<file path="src/icm_pkg.sv">
// Package for the interleave clock mode control block: register map, fields, modes.
// Assumes a single 100 MHz system clock and a register port supplied by the serial slave.
`default_nettype none
package icm_pkg;
  localparam logic [7:0] ICM_ADDR_SAMPLE_MODE = 8'h09;
  localparam logic [7:0] ICM_ADDR_OFFSET_ADJ = 8'h10;
  localparam logic [7:0] ICM_ADDR_FINE_DLY = 8'h37;
  localparam logic [7:0] ICM_ADDR_COARSE_DLY = 8'h38;
  localparam int ICM_SIMUL_BIT = 3;
  localparam logic [7:0] ICM_RST_SAMPLE_MODE = 8'h00;
  localparam logic [7:0] ICM_RST_OFFSET_ADJ = 8'h00;
  localparam logic [7:0] ICM_RST_FINE_DLY = 8'h00;
  localparam logic [7:0] ICM_RST_COARSE_DLY = 8'h00;
  localparam logic [7:0] ICM_ZERO_BYTE = 8'h00;
  // Fine nibble and coarse nibble per core: core 0 low, core 1 high
  localparam int ICM_NIB_W = 4;
  localparam logic [4:0] ICM_DLY_ONE = 5'h01;

  typedef enum logic [2:0] {
    ICM_MODE_INTERLEAVED = 3'b001,
    ICM_MODE_SIMULTANEOUS = 3'b010,
    ICM_MODE_AUX_CLOCK = 3'b100
  } icm_mode_t;

  // Register read/write port
  typedef struct packed {
    logic wr_en;
    logic rd_en;
    logic [7:0] addr;
    logic [7:0] wdata;
  } icm_reg_req_t;

  // Per-core sample data
  typedef struct packed {
    logic valid;
    logic [7:0] data;
  } icm_sample_t;
endpackage
`default_nettype wire

</file>
<file path="src/icm_delay_line.sv">
// Programmable delay for one core's sampling strobe, counted in system clock cycles.
// Assumes the strobe is a one-cycle pulse spaced further apart than the maximum delay.
`default_nettype none
module icm_delay_line (
  // Clock and reset
  input wire logic clock_in,
  input wire logic rst_in,
  // Control
  input wire logic bypass_in,
  input wire logic [4:0] delay_in,
  // Strobe
  input wire logic strobe_in,
  output logic strobe_out
);
  import icm_pkg::*;

  typedef struct packed {
    logic busy;
    logic [4:0] count;
  } icm_dly_state_t;

  icm_dly_state_t state_r;
  icm_dly_state_t state_nxt;
  logic fire;

  ////////////////////////////////////////////////////////////////////////////
  // Countdown; a strobe while busy restarts the count (later edge wins).
  // Bypass also drops a pending count, else a strobe left from interleave fires late.
  always_comb begin
    state_nxt = state_r;
    fire = 1'b0;
    if (bypass_in) begin
      state_nxt.busy = 1'b0;
      fire = strobe_in;
    end else if (strobe_in && delay_in == 5'h00) begin
      state_nxt.busy = 1'b0;
      fire = 1'b1;
    end else if (strobe_in) begin
      state_nxt.busy = 1'b1;
      state_nxt.count = delay_in;
    end else if (state_r.busy) begin
      if (state_r.count == ICM_DLY_ONE) begin
        state_nxt.busy = 1'b0;
        fire = 1'b1;
      end
      state_nxt.count = state_r.count - ICM_DLY_ONE;
    end
  end

  always_ff @(posedge clock_in or posedge rst_in) begin
    if (rst_in) begin
      state_r <= '0;
    end else begin
      state_r <= state_nxt;
    end
  end

  assign strobe_out = fire;
endmodule
`default_nettype wire

</file>
<file path="src/icm_top.sv">
// Interleave clock mode control: core strobes, delay trim, stream merge, output enable.
// Assumes register requests arrive already decoded from the serial port, sync to clock_in.
// The main sample clock is modelled as a per-cycle sample enable; the auxiliary clock
// arrives as a second enable on the same clock.
// Behaviour
// - Resets into interleaved single-channel mode with no register write.
// - Interleaved mode splits main clock into two half-rate strobes 180 degrees apart.
// - Fine delay at 0x37 and coarse at 0x38 add delay per core in interleaved mode only.
// - Mode bit 3 of 0x09 set and strap high selects auxiliary clock.
// - With valid phase, output data of both cores are time aligned in simultaneous and auxiliary modes.
// - Mode bit set, strap low: both cores sample together from main clock.
// - Auxiliary mode strobes core 0 on every main edge and core 1 on the auxiliary clock, and bypasses delay trim.
// - Channel offset correction register at 0x10 writable from serial port.
// - Output enable pin high puts both data buses in high impedance.
// - Interleaved results merge into one stream at the full rate.
`default_nettype none
module icm_top (
  // Clock and reset
  input wire logic clock_in,
  input wire logic rst_in,
  // Register port
  input wire icm_pkg::icm_reg_req_t reg_req_in,
  output logic [7:0] reg_rdata_out,
  // Clock pins and strap
  input wire logic main_clk_en_in,
  input wire logic auxiliary_sample_clock_in,
  input wire logic second_clock_strap_in,
  output logic [1:0] core_strobe_out,
  // Core results
  input wire icm_pkg::icm_sample_t core0_in,
  input wire icm_pkg::icm_sample_t core1_in,
  output logic [7:0] offset_adjust_out,
  // Output buses
  input wire logic output_enable_n_in,
  output logic [7:0] bus_a_data_out,
  output logic [7:0] bus_b_data_out,
  output logic bus_valid_out,
  output logic [1:0] bus_oe_out,
  output icm_pkg::icm_mode_t mode_out
);
  import icm_pkg::*;

  typedef struct packed {
    logic [7:0] sample_mode;
    logic [7:0] offset_adj;
    logic [7:0] fine_dly;
    logic [7:0] coarse_dly;
    logic phase;
    logic [7:0] rdata;
    logic [7:0] hold0;
    logic hold0_ok;
    logic [7:0] out_a;
    logic [7:0] out_b;
    logic out_valid;
    logic expect_core1;
  } icm_state_t;

  icm_state_t state_r;
  icm_state_t state_nxt;
  icm_mode_t mode;
  logic [1:0] raw_strobe;
  logic [1:0] dly_strobe;

  // Read mux shared by read path
  function automatic logic [7:0] reg_read(input icm_state_t s, input logic [7:0] a);
    logic [7:0] v;
    v = ICM_ZERO_BYTE;
    if (a == ICM_ADDR_SAMPLE_MODE) begin
      v = s.sample_mode;
    end else if (a == ICM_ADDR_OFFSET_ADJ) begin
      v = s.offset_adj;
    end else if (a == ICM_ADDR_FINE_DLY) begin
      v = s.fine_dly;
    end else if (a == ICM_ADDR_COARSE_DLY) begin
      v = s.coarse_dly;
    end
    return v;
  endfunction

  ////////////////////////////////////////////////////////////////////////////
  // Mode from register bit and strap
  always_comb begin
    if (!state_r.sample_mode[ICM_SIMUL_BIT]) begin
      mode = ICM_MODE_INTERLEAVED;
    end else if (second_clock_strap_in) begin
      mode = ICM_MODE_AUX_CLOCK;
    end else begin
      mode = ICM_MODE_SIMULTANEOUS;
    end
  end

  // Core strobes before trim
  always_comb begin
    raw_strobe = 2'b00;
    case (mode)
      ICM_MODE_INTERLEAVED: begin
        // Alternate edges: half rate each, half a period apart
        raw_strobe[0] = main_clk_en_in && !state_r.phase;
        raw_strobe[1] = main_clk_en_in && state_r.phase;
      end
      ICM_MODE_SIMULTANEOUS: begin
        raw_strobe = {2{main_clk_en_in}};
      end
      ICM_MODE_AUX_CLOCK: begin
        // Core 1 follows the auxiliary clock; phase is the source's job
        raw_strobe[0] = main_clk_en_in;
        raw_strobe[1] = auxiliary_sample_clock_in;
      end
      default: begin
        raw_strobe = 2'b00;
      end
    endcase
  end

  ////////////////////////////////////////////////////////////////////////////
  // Per-core delay trim: fine plus coarse nibble, bypassed outside interleave
  genvar gi;
  generate
    for (gi = 0; gi < 2; gi++) begin : g_trim
      logic [4:0] dly;
      assign dly = 5'({1'b0, state_r.fine_dly[gi*ICM_NIB_W +: ICM_NIB_W]})
        + 5'({1'b0, state_r.coarse_dly[gi*ICM_NIB_W +: ICM_NIB_W]});
      icm_delay_line u_dly (
        .clock_in(clock_in),
        .rst_in(rst_in),
        .bypass_in(mode != ICM_MODE_INTERLEAVED),
        .delay_in(dly),
        .strobe_in(raw_strobe[gi]),
        .strobe_out(dly_strobe[gi])
      );
    end
  endgenerate

  ////////////////////////////////////////////////////////////////////////////
  // Registers, merge and alignment
  always_comb begin
    state_nxt = state_r;
    state_nxt.out_valid = 1'b0;
    if (main_clk_en_in && mode == ICM_MODE_INTERLEAVED) begin
      state_nxt.phase = !state_r.phase;
    end
    if (reg_req_in.wr_en) begin
      if (reg_req_in.addr == ICM_ADDR_SAMPLE_MODE) begin
        state_nxt.sample_mode = reg_req_in.wdata;
      end else if (reg_req_in.addr == ICM_ADDR_OFFSET_ADJ) begin
        state_nxt.offset_adj = reg_req_in.wdata;
      end else if (reg_req_in.addr == ICM_ADDR_FINE_DLY) begin
        state_nxt.fine_dly = reg_req_in.wdata;
      end else if (reg_req_in.addr == ICM_ADDR_COARSE_DLY) begin
        state_nxt.coarse_dly = reg_req_in.wdata;
      end
    end
    if (reg_req_in.rd_en) begin
      state_nxt.rdata = reg_read(state_r, reg_req_in.addr);
    end
    if (mode == ICM_MODE_INTERLEAVED) begin
      // One stream on bus A, strictly core 0 then core 1; out-of-turn data dropped
      if (core0_in.valid && !state_r.expect_core1) begin
        state_nxt.out_a = core0_in.data;
        state_nxt.out_valid = 1'b1;
        state_nxt.expect_core1 = 1'b1;
      end else if (core1_in.valid && state_r.expect_core1) begin
        state_nxt.out_a = core1_in.data;
        state_nxt.out_valid = 1'b1;
        state_nxt.expect_core1 = 1'b0;
      end
      state_nxt.hold0_ok = 1'b0;
    end else begin
      // Dual output: hold core 0 until core 1 arrives so both buses change together
      state_nxt.expect_core1 = 1'b0;
      if (core0_in.valid && core1_in.valid) begin
        state_nxt.out_a = core0_in.data;
        state_nxt.out_b = core1_in.data;
        state_nxt.out_valid = 1'b1;
        state_nxt.hold0_ok = 1'b0;
      end else if (core1_in.valid && state_r.hold0_ok) begin
        state_nxt.out_a = state_r.hold0;
        state_nxt.out_b = core1_in.data;
        state_nxt.out_valid = 1'b1;
        state_nxt.hold0_ok = 1'b0;
      end else if (core0_in.valid) begin
        state_nxt.hold0 = core0_in.data;
        state_nxt.hold0_ok = 1'b1;
      end
    end
  end

  always_ff @(posedge clock_in or posedge rst_in) begin
    if (rst_in) begin
      state_r <= '0;
      state_r.sample_mode <= ICM_RST_SAMPLE_MODE;
      state_r.offset_adj <= ICM_RST_OFFSET_ADJ;
      state_r.fine_dly <= ICM_RST_FINE_DLY;
      state_r.coarse_dly <= ICM_RST_COARSE_DLY;
    end else begin
      state_r <= state_nxt;
    end
  end

  ////////////////////////////////////////////////////////////////////////////
  // Outputs; drivers released while the enable pin is high
  assign core_strobe_out = dly_strobe;
  assign reg_rdata_out = state_r.rdata;
  assign offset_adjust_out = state_r.offset_adj;
  assign bus_a_data_out = state_r.out_a;
  assign bus_b_data_out = state_r.out_b;
  assign bus_valid_out = state_r.out_valid;
  assign bus_oe_out = {2{!output_enable_n_in}};
  assign mode_out = mode;

  ////////////////////////////////////////////////////////////////////////////
  // Checks
  property p_reset_interleave;
    @(posedge clock_in) disable iff (rst_in)
      $past(rst_in) |-> mode == ICM_MODE_INTERLEAVED
        && state_r.sample_mode == ICM_RST_SAMPLE_MODE;
  endproperty
  a_reset_interleave: assert property (p_reset_interleave) else $error("mode not interleaved");

  property p_alternate;
    @(posedge clock_in) disable iff (rst_in)
      (mode == ICM_MODE_INTERLEAVED && main_clk_en_in && !state_r.phase)
      |-> raw_strobe == 2'b01 ##1 state_r.phase;
  endproperty
  a_alternate: assert property (p_alternate) else $error("strobes not alternating");

  property p_fine_write;
    @(posedge clock_in) disable iff (rst_in)
      reg_req_in.wr_en && reg_req_in.addr == ICM_ADDR_FINE_DLY
      |=> state_r.fine_dly == $past(reg_req_in.wdata);
  endproperty
  a_fine_write: assert property (p_fine_write) else $error("fine delay not stored");

  property p_aux_mode;
    @(posedge clock_in) disable iff (rst_in)
      state_r.sample_mode[ICM_SIMUL_BIT] && second_clock_strap_in
      |-> raw_strobe[1] == auxiliary_sample_clock_in;
  endproperty
  a_aux_mode: assert property (p_aux_mode) else $error("aux clock not used");

  property p_aligned;
    @(posedge clock_in) disable iff (rst_in)
      (mode != ICM_MODE_INTERLEAVED && core0_in.valid && core1_in.valid)
      |=> bus_valid_out && bus_b_data_out == $past(core1_in.data);
  endproperty
  a_aligned: assert property (p_aligned) else $error("dual data not aligned");

  property p_simul;
    @(posedge clock_in) disable iff (rst_in)
      mode == ICM_MODE_SIMULTANEOUS |-> core_strobe_out == {2{main_clk_en_in}};
  endproperty
  a_simul: assert property (p_simul) else $error("cores not simultaneous");

  property p_bypass;
    @(posedge clock_in) disable iff (rst_in)
      mode == ICM_MODE_AUX_CLOCK && $stable(mode) |-> core_strobe_out == raw_strobe;
  endproperty
  a_bypass: assert property (p_bypass) else $error("trim not bypassed");

  property p_offset;
    @(posedge clock_in) disable iff (rst_in)
      reg_req_in.wr_en && reg_req_in.addr == ICM_ADDR_OFFSET_ADJ
      |=> offset_adjust_out == $past(reg_req_in.wdata);
  endproperty
  a_offset: assert property (p_offset) else $error("offset not stored");

  property p_tristate;
    @(posedge clock_in) disable iff (rst_in)
      output_enable_n_in |-> bus_oe_out == 2'b00;
  endproperty
  a_tristate: assert property (p_tristate) else $error("drivers not released");

  property p_order;
    @(posedge clock_in) disable iff (rst_in)
      (mode == ICM_MODE_INTERLEAVED && core0_in.valid && !state_r.expect_core1)
      |=> bus_valid_out && bus_a_data_out == $past(core0_in.data) && state_r.expect_core1;
  endproperty
  a_order: assert property (p_order) else $error("stream order broken");
endmodule
`default_nettype wire

</file>
<file path="config.mk">
export PLATFORM = sky130hd
export DESIGN_NAME = icm_top
export DESIGN_NICKNAME = d
export VERILOG_FILES = /design/src/icm_pkg.sv /design/src/icm_delay_line.sv /design/src/icm_top.sv
export SDC_FILE = /design/constraint.sdc
export NUM_CORES = 1
export LEC_CHECK = 0
export BUFFER_PORTS_ARGS = -buffer_cell sky130_fd_sc_hd__buf_2
export CORE_MARGIN = 5
export CORE_UTILIZATION = 25
export CTS_CLUSTER_SIZE = 24
export DETAILED_ROUTE_END_ITERATION = 8
export PLACE_DENSITY = 0.53
export SETUP_SLACK_MARGIN = 0.02
export SLEW_MARGIN = 20
export SYNTH_ARGS = -nofsm -noshare
export SYNTH_HDL_FRONTEND = slang
export SYNTH_SLANG_ARGS = --single-unit
</file>
<file path="constraint.sdc">
create_clock -name clock_in -period 5.7 [get_ports clock_in]
set_input_delay 0.57 -clock clock_in [delete_from_list [all_inputs] [get_ports clock_in]]
set_output_delay 0.57 -clock clock_in [all_outputs]
set_load 0.01 [all_outputs]
</file>
==> summary.txt <==
Status
  • Outcome: finished, final reports clean

CTS
  • Clock sink count: 80
  • Hold_buf cts: 0
  • Worst-path clk slew: 70 ps
  • CTS max path bufs: 2
  • Worst-Skew Late Latency: 340 ps
  • CTS resizes: 0
  • CTS root buf: clkbuf_16
  • TritonCTS clock tree: done
  • Post-CTS setup buffer count: 0
  • Num CTS Buffers: 9
  • H-tree level count: 3

Yosys
  • Yosys top cell area share: 44.5%
  • Cell count after synthesis: 415
  • Yosys reg bits: 80
  • Sequential fraction of the synthesis area: 44.5%
  • Synth Warn #: 0
  • Syn Std Cell Area: 0.00449 mm²
  • Net Count, Synth: 471
  • Share of flip-flops with an asynchronous set or reset: 100%
  • Main flop type after synthesis: dfrtp_1
  • Post-synth EDFFs: 0
  • Commonest cells post-synth: dfrtp_1 (80), mux2_2 (55), buf_4 (37), inv_1 (26), o21ai_0 (21)
  • Avg Inst Size Synth: 10.8 µm²
  • Count leader, synth: dfrtp_1
  • Largest cells by area after synthesis: dfrtp_1 (45%), mux2_2 (14%), buf_4 (6.2%), ha_1 (3.3%), o22ai_1 (2.4%)
  • Cell taking the most area after synthesis: dfrtp_1
  • Distinct cells, synth: 57

STA
  • Clk_skew: 8.82 ps
  • Final Max Slew Viols: 0
  • Post-layout min period: 3190 ps
  • Fin. Hold Viols: 0
  • Rel. slew slack: 41.7%
  • Setup TNS: 0 ps
  • Final setup viols: 0
  • Fmax: 0.314 GHz
  • Fin Hold WS: 442 ps
  • RSZ-0062 raised after global routing: no
  • Final period utilization: 55.9%
  • Actual slew at the worst max-slew pin: 873 ps

Flow run
  • Max-cap violations: 0

GRT
  • GR Layer Usage met3: 2.81%
  • Busiest layer in global routing: met1
  • Largest net degree at the start of global routing: 81
  • Tot GR Track Use: 10.1%
  • Initial antenna violation count: 0
  • GR met1 Demand/Resource: 14.7%
  • GR Layer Usage met2: 14.5%
  • First-pass GRT wire length: 16700 µm
  • Grt ovf: 0
  • Number of global-route vias before repair: 3257

Route
  • WL per Instance: 15.1 µm
  • DR iter-0 viols: 140
  • Vias per inst: 4.74
  • Post-Route WL: 10500 µm
  • DR pass1 iterations: 4
  • Drt drc: 0
  • Via count: 3286
  • Post-route antenna net violation count: 0

Pwr
  • Lkg Pwr: 2.44 nW
  • Total Power: 1.70 mW
  • Maximum vdd drop: 0.149 mV
  • Pwr dens: 328 mW/mm²

Min path
  • Min-Delay Path Class: in -> async

Worst setup path
  • Setup crit end kind: output port
  • Critical path launch point type: flip-flop
  • Arr. time, crit path: 2620 ps
  • CP Max Fanout: 5
  • Crit path required time: 5130 ps
  • Critical Setup Path Class: reg -> out

Floorplan
  • DIE WIDTH: 144 µm
  • DIE AREA: 0.0208 mm²
  • Height of the die: 144 µm
  • Row count: 49
  • Num ports: 82
  • Initial Utilization: 25.2%
  • Core area: 0.0178 mm²

Placement
  • Final Wtd Congestion: 0.869
  • PortBufs: 81
  • Post-DP HPWL: 7540 µm

Layout
  • NumNets Final: 515
  • Fraction of layout cells with a size suffix above 1: 35.6%
  • N_diodes: 0
  • Fillers: 1849
  • Layout Area Growth over Synthesis: 15.4%
worst max-delay path: stages, from the launching register on:
cell	delay [ps]
dfrtp_1	370
ha_1	190
inv_1	60
fa_1	400
xor2_1	220
nand3_1	120
nor4b_2	430
nand2_1	120
a22oi_1	170
buf_2	180
where the power goes:
group	internal [mW]	total, mW	leakage [nW]	switching (mW)
Clock	0.386	0.625	0.149	0.239
Sequential	0.647	0.719	1.04	0.0718
Combinational	0.174	0.356	1.24	0.182
Total	1.21	1.70	2.44	0.493
layout make-up:
class / instances / area (µm²) / share of cell area, %
sequential: 80 / 2000 / 38.6
clock inverter: 6 / 92.6 / 1.79
timing repair buffer: 82 / 417 / 8.04
tap: 229 / 287 / 5.53
inverter: 27 / 103 / 1.98
multi-input combinational: 259 / 2050 / 39.6
clock buffer: 10 / 229 / 4.42
cell families (layout without fill, tap and decap cells):
group,Yosys count,after routing,share of synthesized area [%]
XOR/XNOR,3,3,0.585
flip-flops,80,80,44.5
multiplexers,63,63,15.6
AO/OA/AOI/OAI,105,105,16.1
AND/OR/NAND/NOR,74,74,9.24
buffers and inverters,76,125,9.74
adder cells (fa/ha/maj),14,14,4.23
flip-flops by register name (all words and copies together) (netlist names):
register and flops:
bus_a_data_out 8, bus_b_data_out 8, bus_valid_out 1, g_trim.u_dly.state_r 12
offset_adjust_out 8, reg_rdata_out 8, state_r 35
placed cells by master, fill, tap and decap left out, types with 2 or more instances in the layout:
cell type   netlist  routed
a211oi_1          3       3
a21o_1            3       3
a21oi_1          20      20
a221o_1           8       8
a22oi_1           9       9
a31oi_1           4       4
and2_1            2       2
and3_1            3       3
and4_1            2       2
buf_2             5      81
bufinv_16         0       2
clkbuf_16         0       9
clkinvlp_4        0       2
dfrtp_1          80      79
fa_1              2       2
ha_1             12      12
inv_1            26      25
mux2_2           55      55
mux2i_1           8       8
nand2_1          14      14
nand2b_1          3       3
nand3_1           7       7
nand4_1           2       2
nor2_1           14      14
nor2b_1           8       8
nor3_1            6       6
o21a_1            2       2
o21ai_0          21      21
o221ai_1          2       2
o22ai_1          17      17
o2bb2ai_1         5       5
o32a_1            2       2
xor2_1            2       2
path summary, 6_finish.rpt:
| kind | endpoint | slack (ps) | startpoint | cells after the start |
|---|---|---|---|---|
| max reg2reg | g_trim[0].u_dly.state_r[1] | 3350 | state_r[36] | 8 |
| min reg2reg | bus_b_data_out[0] | 500 | bus_b_data_out[0] | 1 |
| max | core_strobe_out[0] | 2510 | state_r[36] | 9 |
| max in group asynchronous | state_r[63] | 4730 | rst_in | 3 |
| min | bus_a_data_out[0] | 440 | rst_in | 3 |
| min in group clock_in | state_r[18] | 460 | core1_in[8] | 2 |
metal layers:
| metal | up-vias | part of all wire, % | wire length [µm] |
|---|---|---|---|
| met3 | 4 | 7.3 | 761 |
| met5 | - | 0 | 0 |
| met4 | 0 | 0.56 | 59 |
| li1 | 1572 | - | - |
| met1 | 1594 | 50 | 5260 |
| met2 | 116 | 42 | 4400 |
stage by stage:
stage               worst slack (ps)  utilization [%]  cell area [µm²]  cells
finish                          2510             29.1             5180    693
global placement                2750             27.2             4860    677
CTS                             2330             29.0             5180    693
floorplan                       3080                -             4490    415
detailed placement              2720             27.2             4860    677
global route                    2360             29.1             5180    693
Note: power is estimated with default switching activity, not from simulation.
